$ cat src/shared/sbsc_params.svh
// Timings in nanoseconds, burst length, command codes and field positions for the bank state tracker.
`ifndef SBSC_PARAMS_SVH
`define SBSC_PARAMS_SVH
`define SBSC_CLK_PERIOD_NS     10
`define SBSC_PRECHARGE_NS      20
`define SBSC_ACT_TO_COL_NS     20
`define SBSC_REFRESH_CYCLE_NS  70
`define SBSC_MODE_LOAD_NS      20
`define SBSC_BURST_LEN         8
`define SBSC_CNT_W             8
`define SBSC_AP_BIT            10
`define SBSC_ADDR_W            12
`define SBSC_CMD_NOP           4'h7
`define SBSC_CMD_ACTIVATE      4'h3
`define SBSC_CMD_READ          4'h5
`define SBSC_CMD_WRITE         4'h4
`define SBSC_CMD_BURST_STOP    4'h6
`define SBSC_CMD_PRECHARGE     4'h2
`define SBSC_CMD_REFRESH       4'h1
`define SBSC_CMD_MODE_LOAD     4'h0
`endif

$ cat src/shared/sbsc_pkg.sv
// Types shared by the bank state tracker.
package sbsc_pkg;
  typedef enum logic [3:0] {
    SBSC_IDLE, SBSC_ACTIVATING, SBSC_ROW_ACTIVE, SBSC_READING, SBSC_WRITING,
    SBSC_READ_AP, SBSC_WRITE_AP, SBSC_PRECHARGING, SBSC_REFRESHING, SBSC_MODE_ACCESS,
    SBSC_PRECHARGE_ALL
  } sbsc_state_t;

  typedef enum logic [3:0] {
    SBSC_C_INHIBIT, SBSC_C_NOP, SBSC_C_ACTIVATE, SBSC_C_READ, SBSC_C_WRITE,
    SBSC_C_BURST_STOP, SBSC_C_PRECHARGE, SBSC_C_REFRESH, SBSC_C_MODE_LOAD
  } sbsc_cmd_t;

  typedef struct packed {
    logic        cs_n;
    logic        ras_n;
    logic        cas_n;
    logic        we_n;
    logic [1:0]  bank_select_bits;
    logic [11:0] addr;
  } sbsc_pins_t;
endpackage

$ cat src/rtl/sbsc_tracker.sv
// Per-bank state tracker and command legality checker for a four-bank SDRAM.
`timescale 1ns/1ps
`default_nettype none
`include "sbsc_params.svh"

// Notes on behaviour
// - A bank is idle after reset, after precharge and its precharge period elapsed, or after refresh or mode access.
// - Row active follows activate plus activate-to-column delay, with no burst running.
// - Reading lasts from a plain read burst until it completes or is cut short.
// - Writing lasts from a plain write burst until it completes or is cut short.
// - Precharging starts on precharge and ends after precharge period, then idle.
// - Activating starts on activate and ends after activate-to-column delay.
// - Read with auto precharge stays busy until precharge period elapsed, then idle.
// - Write with auto precharge stays busy until precharge period elapsed, then idle.
// - Refreshing lasts the refresh cycle period, then all banks idle.
// - Mode access lasts the mode-load delay, then all banks idle.
// - Precharge-all lasts the precharge period, then every bank idle.
// - Burst stop ends the most recent burst if it is a plain read or write, whichever bank owns it.
// - A single-bank precharge to an idle bank changes nothing.
// - Reads and writes are legal both with and without auto precharge.
// - Commands decode from chip select, row, column and write strobes.
// - Address bit ten selects auto precharge, or all banks on precharge.
// - An auto-precharge burst cut by another bank's burst starts precharging.
module sbsc_tracker #(
  parameter int BURST_LEN = `SBSC_BURST_LEN
) (
  input  wire logic                      core_clk,
  input  wire logic                      reset,
  input  wire logic                      cke,
  input  wire sbsc_pkg::sbsc_pins_t      pins,
  output logic [3:0][3:0]                bank_state,
  output logic                           all_idle,
  output logic                           illegal_cmd,
  output sbsc_pkg::sbsc_cmd_t            last_cmd
);
  localparam int CW = `SBSC_CNT_W;
  // Least times round up to whole cycles.
  localparam int PRECHARGE_PERIOD  = (`SBSC_PRECHARGE_NS + `SBSC_CLK_PERIOD_NS - 1) / `SBSC_CLK_PERIOD_NS;
  localparam int ACTIVATE_TO_COLUMN_DELAY = (`SBSC_ACT_TO_COL_NS + `SBSC_CLK_PERIOD_NS - 1) / `SBSC_CLK_PERIOD_NS;
  localparam int TRC  = (`SBSC_REFRESH_CYCLE_NS + `SBSC_CLK_PERIOD_NS - 1) / `SBSC_CLK_PERIOD_NS;
  localparam int TMRD = (`SBSC_MODE_LOAD_NS + `SBSC_CLK_PERIOD_NS - 1) / `SBSC_CLK_PERIOD_NS;

  // Pins come from another chip, so they pass two flip-flops first.
  sbsc_pkg::sbsc_pins_t pins_s1_q, pins_s2_q;
  logic                 cke_s1_q, cke_s2_q, cke_prev_q;

  always_ff @(posedge core_clk or posedge reset) begin
    if (reset) begin
      pins_s1_q  <= '{cs_n: 1'b1, ras_n: 1'b1, cas_n: 1'b1, we_n: 1'b1, default: '0};
      pins_s2_q  <= '{cs_n: 1'b1, ras_n: 1'b1, cas_n: 1'b1, we_n: 1'b1, default: '0};
      cke_s1_q   <= 1'b0;
      cke_s2_q   <= 1'b0;
      cke_prev_q <= 1'b0;
    end else begin
      pins_s1_q  <= pins;
      pins_s2_q  <= pins_s1_q;
      cke_s1_q   <= cke;
      cke_s2_q   <= cke_s1_q;
      cke_prev_q <= cke_s2_q;
    end
  end

  function automatic sbsc_pkg::sbsc_cmd_t decode(input sbsc_pkg::sbsc_pins_t p);
    if (p.cs_n) begin
      return sbsc_pkg::SBSC_C_INHIBIT;
    end
    unique case ({p.cs_n, p.ras_n, p.cas_n, p.we_n})
      `SBSC_CMD_NOP:        return sbsc_pkg::SBSC_C_NOP;
      `SBSC_CMD_ACTIVATE:   return sbsc_pkg::SBSC_C_ACTIVATE;
      `SBSC_CMD_READ:       return sbsc_pkg::SBSC_C_READ;
      `SBSC_CMD_WRITE:      return sbsc_pkg::SBSC_C_WRITE;
      `SBSC_CMD_BURST_STOP: return sbsc_pkg::SBSC_C_BURST_STOP;
      `SBSC_CMD_PRECHARGE:  return sbsc_pkg::SBSC_C_PRECHARGE;
      `SBSC_CMD_REFRESH:    return sbsc_pkg::SBSC_C_REFRESH;
      default:              return sbsc_pkg::SBSC_C_MODE_LOAD;
    endcase
  endfunction

  function automatic logic is_burst(input sbsc_pkg::sbsc_state_t s);
    return s inside {sbsc_pkg::SBSC_READING, sbsc_pkg::SBSC_WRITING,
                     sbsc_pkg::SBSC_READ_AP, sbsc_pkg::SBSC_WRITE_AP};
  endfunction

  sbsc_pkg::sbsc_state_t [3:0] st_q, st_d;
  logic [3:0][CW-1:0]          cnt_q, cnt_d;
  logic [1:0]                  recent_q, recent_d;
  logic                        illegal_q, illegal_d;
  sbsc_pkg::sbsc_cmd_t         cmd_q;
  sbsc_pkg::sbsc_cmd_t         cmd;
  logic [1:0]                  bsel;
  logic                        ap;
  logic                        every_idle;
  logic                        global_busy;
  logic                        pre_all_ok;
  logic                        active;

  always_comb begin
    cmd         = decode(pins_s2_q);
    bsel        = pins_s2_q.bank_select_bits;
    ap          = pins_s2_q.addr[`SBSC_AP_BIT];
    active      = cke_prev_q && cke_s2_q;
    every_idle  = 1'b1;
    global_busy = 1'b0;
    pre_all_ok  = 1'b1;
    for (int b = 0; b < 4; b++) begin
      every_idle  = every_idle && (st_q[b] == sbsc_pkg::SBSC_IDLE);
      pre_all_ok  = pre_all_ok && (st_q[b] inside {sbsc_pkg::SBSC_IDLE,
                    sbsc_pkg::SBSC_ROW_ACTIVE, sbsc_pkg::SBSC_READING,
                    sbsc_pkg::SBSC_WRITING});
      global_busy = global_busy || (st_q[b] inside {sbsc_pkg::SBSC_REFRESHING,
                    sbsc_pkg::SBSC_MODE_ACCESS, sbsc_pkg::SBSC_PRECHARGE_ALL});
    end
  end

  always_comb begin
    st_d      = st_q;
    cnt_d     = cnt_q;
    recent_d  = recent_q;
    illegal_d = 1'b0;
    // Timed states count down and fall into their end state at zero.
    for (int b = 0; b < 4; b++) begin
      if (cnt_q[b] != '0) begin
        cnt_d[b] = cnt_q[b] - CW'(1);
      end
      if (cnt_q[b] == CW'(1)) begin
        unique case (st_q[b])
          sbsc_pkg::SBSC_ACTIVATING: st_d[b] = sbsc_pkg::SBSC_ROW_ACTIVE;
          sbsc_pkg::SBSC_READING,
          sbsc_pkg::SBSC_WRITING:    st_d[b] = sbsc_pkg::SBSC_ROW_ACTIVE;
          sbsc_pkg::SBSC_READ_AP,
          sbsc_pkg::SBSC_WRITE_AP: begin
            st_d[b]  = sbsc_pkg::SBSC_PRECHARGING;
            cnt_d[b] = CW'(PRECHARGE_PERIOD);
          end
          default:                   st_d[b] = sbsc_pkg::SBSC_IDLE;
        endcase
      end
    end
    if (active && cmd != sbsc_pkg::SBSC_C_INHIBIT && cmd != sbsc_pkg::SBSC_C_NOP) begin
      if (global_busy) begin
        illegal_d = 1'b1;
      end else begin
        unique case (cmd)
          sbsc_pkg::SBSC_C_ACTIVATE: begin
            if (st_q[bsel] == sbsc_pkg::SBSC_IDLE) begin
              st_d[bsel]  = sbsc_pkg::SBSC_ACTIVATING;
              cnt_d[bsel] = CW'(ACTIVATE_TO_COLUMN_DELAY);
            end else begin
              illegal_d = 1'b1;
            end
          end
          sbsc_pkg::SBSC_C_READ,
          sbsc_pkg::SBSC_C_WRITE: begin
            if (st_q[bsel] inside {sbsc_pkg::SBSC_ROW_ACTIVE, sbsc_pkg::SBSC_READING,
                                   sbsc_pkg::SBSC_WRITING}) begin
              // The new burst cuts off the burst running in any other bank.
              for (int b = 0; b < 4; b++) begin
                if (b != int'(bsel) && is_burst(st_q[b])) begin
                  if (st_q[b] inside {sbsc_pkg::SBSC_READ_AP, sbsc_pkg::SBSC_WRITE_AP}) begin
                    st_d[b]  = sbsc_pkg::SBSC_PRECHARGING;
                    cnt_d[b] = CW'(PRECHARGE_PERIOD);
                  end else begin
                    st_d[b]  = sbsc_pkg::SBSC_ROW_ACTIVE;
                    cnt_d[b] = '0;
                  end
                end
              end
              if (cmd == sbsc_pkg::SBSC_C_READ) begin
                st_d[bsel] = ap ? sbsc_pkg::SBSC_READ_AP : sbsc_pkg::SBSC_READING;
              end else begin
                st_d[bsel] = ap ? sbsc_pkg::SBSC_WRITE_AP : sbsc_pkg::SBSC_WRITING;
              end
              cnt_d[bsel] = CW'(BURST_LEN);
              recent_d    = bsel;
            end else begin
              illegal_d = 1'b1;
            end
          end
          sbsc_pkg::SBSC_C_BURST_STOP: begin
            if (st_q[recent_q] inside {sbsc_pkg::SBSC_READING, sbsc_pkg::SBSC_WRITING}) begin
              st_d[recent_q]  = sbsc_pkg::SBSC_ROW_ACTIVE;
              cnt_d[recent_q] = '0;
            end
          end
          sbsc_pkg::SBSC_C_PRECHARGE: begin
            // A refused precharge-all must leave every bank as it was.
            if (ap && !pre_all_ok) begin
              illegal_d = 1'b1;
            end
            for (int b = 0; b < 4; b++) begin
              if ((ap && pre_all_ok) || (!ap && b == int'(bsel))) begin
                if (st_q[b] inside {sbsc_pkg::SBSC_ROW_ACTIVE, sbsc_pkg::SBSC_READING,
                                    sbsc_pkg::SBSC_WRITING}) begin
                  st_d[b]  = ap ? sbsc_pkg::SBSC_PRECHARGE_ALL : sbsc_pkg::SBSC_PRECHARGING;
                  cnt_d[b] = CW'(PRECHARGE_PERIOD);
                end else if (st_q[b] == sbsc_pkg::SBSC_IDLE) begin
                  if (ap) begin
                    st_d[b]  = sbsc_pkg::SBSC_PRECHARGE_ALL;
                    cnt_d[b] = CW'(PRECHARGE_PERIOD);
                  end
                  // A single-bank precharge to an idle bank is ignored.
                end else begin
                  illegal_d = 1'b1;
                end
              end
            end
          end
          default: begin
            if (every_idle) begin
              for (int b = 0; b < 4; b++) begin
                st_d[b]  = (cmd == sbsc_pkg::SBSC_C_REFRESH) ? sbsc_pkg::SBSC_REFRESHING
                                                             : sbsc_pkg::SBSC_MODE_ACCESS;
                cnt_d[b] = (cmd == sbsc_pkg::SBSC_C_REFRESH) ? CW'(TRC) : CW'(TMRD);
              end
            end else begin
              illegal_d = 1'b1;
            end
          end
        endcase
      end
    end
  end

  always_ff @(posedge core_clk or posedge reset) begin
    if (reset) begin
      st_q      <= {4{sbsc_pkg::SBSC_IDLE}};
      cnt_q     <= '0;
      recent_q  <= 2'h0;
      illegal_q <= 1'b0;
      cmd_q     <= sbsc_pkg::SBSC_C_INHIBIT;
    end else begin
      st_q      <= st_d;
      cnt_q     <= cnt_d;
      recent_q  <= recent_d;
      illegal_q <= illegal_d;
      cmd_q     <= active ? cmd : sbsc_pkg::SBSC_C_INHIBIT;
    end
  end

  always_comb begin
    for (int b = 0; b < 4; b++) begin
      bank_state[b] = st_q[b];
    end
  end
  assign all_idle    = every_idle;
  assign illegal_cmd = illegal_q;
  assign last_cmd    = cmd_q;

  // Each bank has its own timer, so interleaved work on other banks never stalls one.
  act_timing_a: assert property (@(posedge core_clk) disable iff (reset)
    $rose(st_q[0] == sbsc_pkg::SBSC_ACTIVATING) |-> ##ACTIVATE_TO_COLUMN_DELAY st_q[0] == sbsc_pkg::SBSC_ROW_ACTIVE)
    else $error("Activate did not finish on time.");
  pre_timing_a: assert property (@(posedge core_clk) disable iff (reset)
    (st_q[1] != sbsc_pkg::SBSC_PRECHARGING ##1 st_q[1] == sbsc_pkg::SBSC_PRECHARGING)
    |-> ##PRECHARGE_PERIOD st_q[1] == sbsc_pkg::SBSC_IDLE)
    else $error("Precharge did not end after its period.");
  ref_timing_a: assert property (@(posedge core_clk) disable iff (reset)
    $rose(st_q[1] == sbsc_pkg::SBSC_REFRESHING) |-> ##TRC all_idle)
    else $error("Refresh did not end after its period.");
  mode_timing_a: assert property (@(posedge core_clk) disable iff (reset)
    $rose(st_q[2] == sbsc_pkg::SBSC_MODE_ACCESS) |-> ##TMRD all_idle)
    else $error("Mode access did not end on time.");
  idle_pre_a: assert property (@(posedge core_clk) disable iff (reset)
    (active && cmd == sbsc_pkg::SBSC_C_PRECHARGE && !ap && !global_busy
     && st_q[bsel] == sbsc_pkg::SBSC_IDLE) |=> st_q[$past(bsel)] == sbsc_pkg::SBSC_IDLE)
    else $error("Idle bank changed on precharge.");
  busy_reject_a: assert property (@(posedge core_clk) disable iff (reset)
    (active && global_busy && cmd == sbsc_pkg::SBSC_C_ACTIVATE) |=> illegal_cmd)
    else $error("Command during all-bank operation not flagged.");
  ap_to_pre_a: assert property (@(posedge core_clk) disable iff (reset)
    (st_q[1] == sbsc_pkg::SBSC_READ_AP && cnt_q[1] == CW'(1))
    |=> st_q[1] == sbsc_pkg::SBSC_PRECHARGING)
    else $error("Auto precharge did not start after the burst.");
  stop_a: assert property (@(posedge core_clk) disable iff (reset)
    (active && cmd == sbsc_pkg::SBSC_C_BURST_STOP && !global_busy
     && st_q[recent_q] inside {sbsc_pkg::SBSC_READING, sbsc_pkg::SBSC_WRITING})
    |=> st_q[$past(recent_q)] == sbsc_pkg::SBSC_ROW_ACTIVE)
    else $error("Burst stop missed the recent burst.");
  cov_read_ap_c: cover property (@(posedge core_clk) st_q[1] == sbsc_pkg::SBSC_READ_AP);
  cov_refresh_c: cover property (@(posedge core_clk) st_q[0] == sbsc_pkg::SBSC_REFRESHING);
  cov_illegal_c: cover property (@(posedge core_clk) illegal_cmd);
endmodule
`default_nettype wire

$ cat config.mk
export PLATFORM = sky130hd
export DESIGN_NAME = sbsc_tracker
export DESIGN_NICKNAME = d
export VERILOG_FILES = /design/src/shared/sbsc_pkg.sv /design/src/rtl/sbsc_tracker.sv
export VERILOG_INCLUDE_DIRS = /design/src /design/src/shared
export SDC_FILE = /design/constraint.sdc
export NUM_CORES = 1
export LEC_CHECK = 0
export BUFFER_PORTS_ARGS = -buffer_cell sky130_fd_sc_hd__buf_4
export CORE_MARGIN = 3
export CORE_UTILIZATION = 40
export DETAILED_ROUTE_END_ITERATION = 12
export PLACE_DENSITY = 0.67
export SKIP_LAST_GASP = 1
export SLEW_MARGIN = 20
export SYNTH_ARGS = -nofsm -noshare
export SYNTH_HDL_FRONTEND = slang
export SYNTH_SLANG_ARGS = --single-unit
$ cat constraint.sdc
create_clock -name core_clk -period 5.8 [get_ports core_clk]
set_clock_uncertainty 0.05 [all_clocks]
set_input_delay 0.29 -clock core_clk [delete_from_list [all_inputs] [get_ports core_clk]]
set_output_delay 0.29 -clock core_clk [all_outputs]
set_load 0.03 [all_outputs]
After elaboration in Yosys (flattened, before gate mapping)

Cells that the tools add are included.

Register bits: 92
Output and inout port bits: 22

$add $sub $neg: 4
Magnitude comparators: 4
Equality and inequality tests: 65
Mux-type cells: 161
Bitwise logic cells: 15
Reduce and logical (&&, ||, !) cells: 74

Operator list:

| cell                  | count |
|---|---|
| $mux W8               | 50 |
| $mux W32              | 6 |
| $mux W4               | 48 |
| $pmux W32 S4          | 1 |
| $mux W16              | 7 |
| $eq A4 B3 Y1 const B  | 22 |
| $pmux W16 S4          | 1 |
| $eq A4 B2 Y1 const B  | 15 |
| $and A28 B28 Y28      | 2 |
| $not A28 Y28          | 2 |
| $eq A4 B4 Y1 const B  | 12 |
| $reduce_bool A4 Y1    | 9 |
| $and A32 B32 Y32      | 1 |
| $bwmux W16            | 2 |
| $demux W8 S2          | 2 |
| $eq A8 B1 Y1 const B  | 4 |
| $not A32 Y32          | 1 |
| $reduce_bool A8 Y1    | 4 |
| $sub A8 B1 Y8 const B | 4 |
| $pmux W4 S7           | 1 |
| $reduce_bool A3 Y1    | 9 |
| $and A12 B12 Y12      | 2 |
| $not A12 Y12          | 2 |
| $pmux W3 S2           | 4 |
| other kinds (25)      | 112 |

Longest topological paths before layout

Depth after elaboration: 26
Mapped depth: 9
Mapped depth without buffers: 8

Least setup slack after synthesis

Ideal clock, no wire load.

Path type: reg-to-reg
From: register st_q (netlist bit bank_state[9])
To: register cnt_q[27] (netlist bit)
Arrival: 2,536 ps
Data required time: 5,630 ps
Slack: 3,094 ps
Cell stages (with the launch flop): 8
Path buffers: 1
Cells stage by stage: dfrtp_1 -> buf_2 -> mux4_2 -> or2_1 -> o41ai_2 -> o211ai_1 -> or3_1 -> a31o_1

RTL lines:

| item                   | line                | source |
|---|---|---|
| from (decl)            | sbsc_tracker.sv:84  | `sbsc_pkg::sbsc_state_t [3:0] st_q, st_d;` |
| from (signal assigned) | sbsc_tracker.sv:226 | `st_q <= {4{sbsc_pkg::SBSC_IDLE}};` |
| from (signal assigned) | sbsc_tracker.sv:232 | `st_q <= st_d;` |
| to (signal assigned)   | sbsc_tracker.sv:233 | `cnt_q <= cnt_d;` |
| to (decl)              | sbsc_tracker.sv:85  | `logic [3:0][CW-1:0] cnt_q, cnt_d;` |

==> metrics.log <==
[metrics] result of the run: complete, no violations
[metrics] fraction of final layout cells with drive strength greater than 1: 16.1%
[metrics] via density per instance: roughly 6.3
[metrics] Final HPWL DP: 11,900 µm
[metrics] worst hold margin: 0.170 ns
[metrics] pin count of the biggest net entering global routing: 73
[metrics] switching portion of total power: between 40 and 50%
[metrics] register area: roughly 1800 µm²
[metrics] yosys synthesis warning count: 0
[metrics] global-route wire length before repair: ~27,000 µm
[metrics] clock tree root driver cell: clkbuf_16
[metrics] proportion of power drawn by flip-flops and latches: between 30% and 40%
[metrics] Antenna diodes: 0
[metrics] power density over cell area: approximately 450 nW/µm²
[metrics] drt first-iter violations: 656
[metrics] final number of max-transition violations: 0
[metrics] top flip-flop cell by instance count after synthesis: dfrtp_1
[metrics] antenna violations before repair: 0
[metrics] relative slew slack: between 20% and 30%
[metrics] total negative setup slack: 0 ns
[metrics] net switching component of the power: approximately 1200 µW
[metrics] TritonCTS buffer count: 9
[metrics] mapped cell area: between 5000 and 6000 µm²
[metrics] Max IR drop VDD: 0.229 mV
[metrics] worst skew pair latency: roughly 0.35 ns
[metrics] Crit. End Element: flop
[metrics] Vert. Die Dim: 122 µm
[metrics] total of cells resized after clock tree synthesis: 0
[metrics] timing-limited maximum frequency: between 200 and 300 MHz
[metrics] crit share post-route: around three fifths
[metrics] area used by multi-input combinational logic: 3340 µm²
[metrics] Layout Nets: about 670
[metrics] class of the most critical hold timing path: in2async
[metrics] area inside the core boundary: 12,900 µm²
[metrics] number of synthesized flops with an enable pin: 0
[metrics] minimum period implied by the final worst setup slack: ~3.6 ns
[metrics] internal power: about 1500 µW
[metrics] Area growth, synth to finish: 13.6%
[metrics] DRC Markers: 0
[metrics] number of buffer cells added on primary ports: 31
[metrics] clk sink count: slightly above 70
[metrics] highest net fanout along the worst path: 15
[metrics] final hold violations: 0
[metrics] TritonCTS clock tree: built
[metrics] vias in the first global route: between 4,000 and 5,000
[metrics] most common cell after layout, fill and taps aside: dfrtp_1
[metrics] gpl congestion: between 0.9 and 1
[metrics] die area: 14,900 µm²
[metrics] Initial Util: between 40% and 50%
[metrics] final worst setup slack: approximately 2.2 ns
[metrics] Seq/Total Area, Yosys: 33.7%
[metrics] number of violations of the max-capacitance limit: 0
[metrics] combinational share of power: roughly 46%
[metrics] overall routing resource usage: roughly a quarter
[metrics] Filler Cell Count: about 1,200
[metrics] first-pass iteration count of the detailed router: 5
[metrics] number of H-tree branching levels: 3
[metrics] fraction of power consumed by the clock network: about 21%
[metrics] category of the critical setup timing path: reg2reg
[metrics] routed vias: ~5,200
[metrics] Synthesized Nets: 650
[metrics] total length of routed wires: about 17,000 µm
[metrics] post-synthesis register bit count: 72
[metrics] routed wirelength normalized by instance count: 20.6 µm
[metrics] clock transition time at the flip-flop clock pins of the worst setup and hold paths: about 0.06 ns
[metrics] worst-case setup slack after placement: roughly 2.3 ns
[metrics] fraction of registers with async set or reset after synthesis: 100%
[metrics] number of top-level pins: 43
[metrics] Netlist cell types: 77
[metrics] final setup violation count: 0
[metrics] RSZ-0062 raised after global routing: false
[metrics] worst-margin pin slew: between 1 and 1.5 ns
[metrics] signal arrival time at the worst endpoint: about 3.8 ns
[metrics] Mean Syn Cell Area: between 8 and 9 µm²
[metrics] x dimension of the die: 122 µm
[metrics] Crit path required time: slightly below 6 ns
[metrics] Post CTS Setup Buffer Count: 0
[metrics] top library cells by usage in the layout, fill and taps aside: 64 x dfrtp_1, 54 x nor2_1, 38 x a21oi_1
[metrics] number of cell rows: 41
[metrics] CTS max path bufs: 2
[metrics] leakage power: ~0.0025 µW
[metrics] type of origin of the critical path: flop
[metrics] cts-stage hold buffer count: 8
[metrics] Mapped Cells: approximately 620
[metrics] Antenna Nets Post-Route: 0
[metrics] GRT overflow: 0
state kept, by name (all words and copies together) (netlist names):
signal	cells
ap	1
illegal_cmd	1
pins_s1_q	7
last_cmd	4
pins_s2_q	4
cke_s2_q	1
cnt_q	32
cke_s1_q	1
bsel	2
bank_state	16
recent_q	2
cke_prev_q	1
power by group through the flow:
stage	sequential [µW]	clock, µW	combinational, µW
after floorplan	846	0	983
after global placement	906	0	1200
after detailed placement	919	0	1230
after CTS	912	583	1240
after global routing	951	606	1390
final	920	568	1250
cells in the mapped netlist (5+ instances only):
cell | instances | area share (%)
buf_2 | 5 | 0.47
xor2_1 | 7 | 1.1
nand3b_1 | 6 | 0.84
a22oi_1 | 5 | 0.70
a211oi_1 | 7 | 0.98
nand2b_1 | 19 | 2.2
and2_1 | 7 | 0.82
nand3_1 | 21 | 2.0
or3b_2 | 6 | 0.98
nor2b_1 | 11 | 1.3
dfrtp_1 | 64 | 30
mux4_2 | 7 | 2.9
clkbuf_1 | 26 | 1.8
o21a_1 | 5 | 0.70
nor3b_1 | 8 | 1.1
a21oi_1 | 38 | 3.5
nand2_1 | 37 | 2.6
o22ai_1 | 10 | 1.2
xnor2_1 | 22 | 3.6
and3_1 | 8 | 0.93
o31ai_1 | 9 | 1.3
ha_1 | 8 | 1.9
a21boi_0 | 6 | 0.84
a21o_1 | 8 | 1.1
mux2i_1 | 5 | 0.93
nor3_1 | 36 | 3.4
nor2_1 | 54 | 3.8
a31oi_1 | 6 | 0.70
dfstp_2 | 8 | 3.9
or2_2 | 6 | 0.70
inv_1 | 20 | 1.4
o21ai_0 | 24 | 2.2
or3_1 | 6 | 0.70
o211ai_1 | 7 | 0.98
nor4_1 | 16 | 1.9
final cells by class:
cell class              instances  area share, %
clock buffers                   9           3.69
multi-input cells             494           54.7
inverters                      20           1.23
flip-flops and latches         72           29.7
repair buffers                 45           5.86
clock inverters                 7           1.29
well taps                     172           3.53
path summary, 6_finish.rpt:
check	from	endpoint	slack, ns	cells past startpoint
max reg2reg	bsel[0]	bank_state[6]	2.21	7
min reg2reg	pins_s1_q[12]	bsel[0]	0.30	0
min	reset	bank_state[10]	0.17	3
max in group asynchronous	reset	cnt_q[25]	4.96	3
min in group core_clk	pins_s1_q[12]	bsel[0]	0.30	0
max	bsel[0]	bank_state[6]	2.21	7
per-stage QoR:
stage | instance area, µm² | total power [µW] | util (%) | std cells
6_report | 6100 | 2740 | 47.4 | 819
3_3_place_gp | 5720 | 2110 | 44.4 | 795
5_1_grt | 6100 | 2940 | 47.4 | 819
3_5_place_dp | 5720 | 2150 | 44.4 | 795
2_1_floorplan | 5370 | 1830 | - | 621
4_1_cts | 6100 | 2740 | 47.4 | 819
cells by family (layout without fill, tap and decap cells):
logic type / count (synthesis) / in the layout / synth area share, %
and+or+nand+nor: 263 / 263 / 27.0
AOI/OAI and AO/OA: 179 / 179 / 24.1
DFF: 72 / 72 / 33.7
buffers and inverters: 55 / 81 / 4.10
xor gates and xnor gates: 29 / 29 / 4.73
muxes: 15 / 15 / 4.50
adders and majority gates: 8 / 8 / 1.86
layer usage:
| metal | part of all wire [%] | vias to the layer above | wire length [µm] | track usage (%) |
|---|---|---|---|---|
| li1 | - | 2381 | - | - |
| met2 | 45 | 253 | 7560 | 35.2 |
| met1 | 43 | 2480 | 7190 | 31.8 |
| met5 | 0 | - | 0 | 0 |
| met4 | 4.6 | 0 | 769 | 12.7 |
| met3 | 8.1 | 60 | 1360 | 5.66 |
worst max-delay path, cell delays in order (launching register included):
cell and delay (ns):
dfrtp_1 0.70, mux4_2 0.70, nor3b_1 0.21, o21ai_0 0.84, buf_4 0.32, nor3_1 0.09
o311ai_0 0.40, o211ai_1 0.14
(Power assumes the default switching activity.)
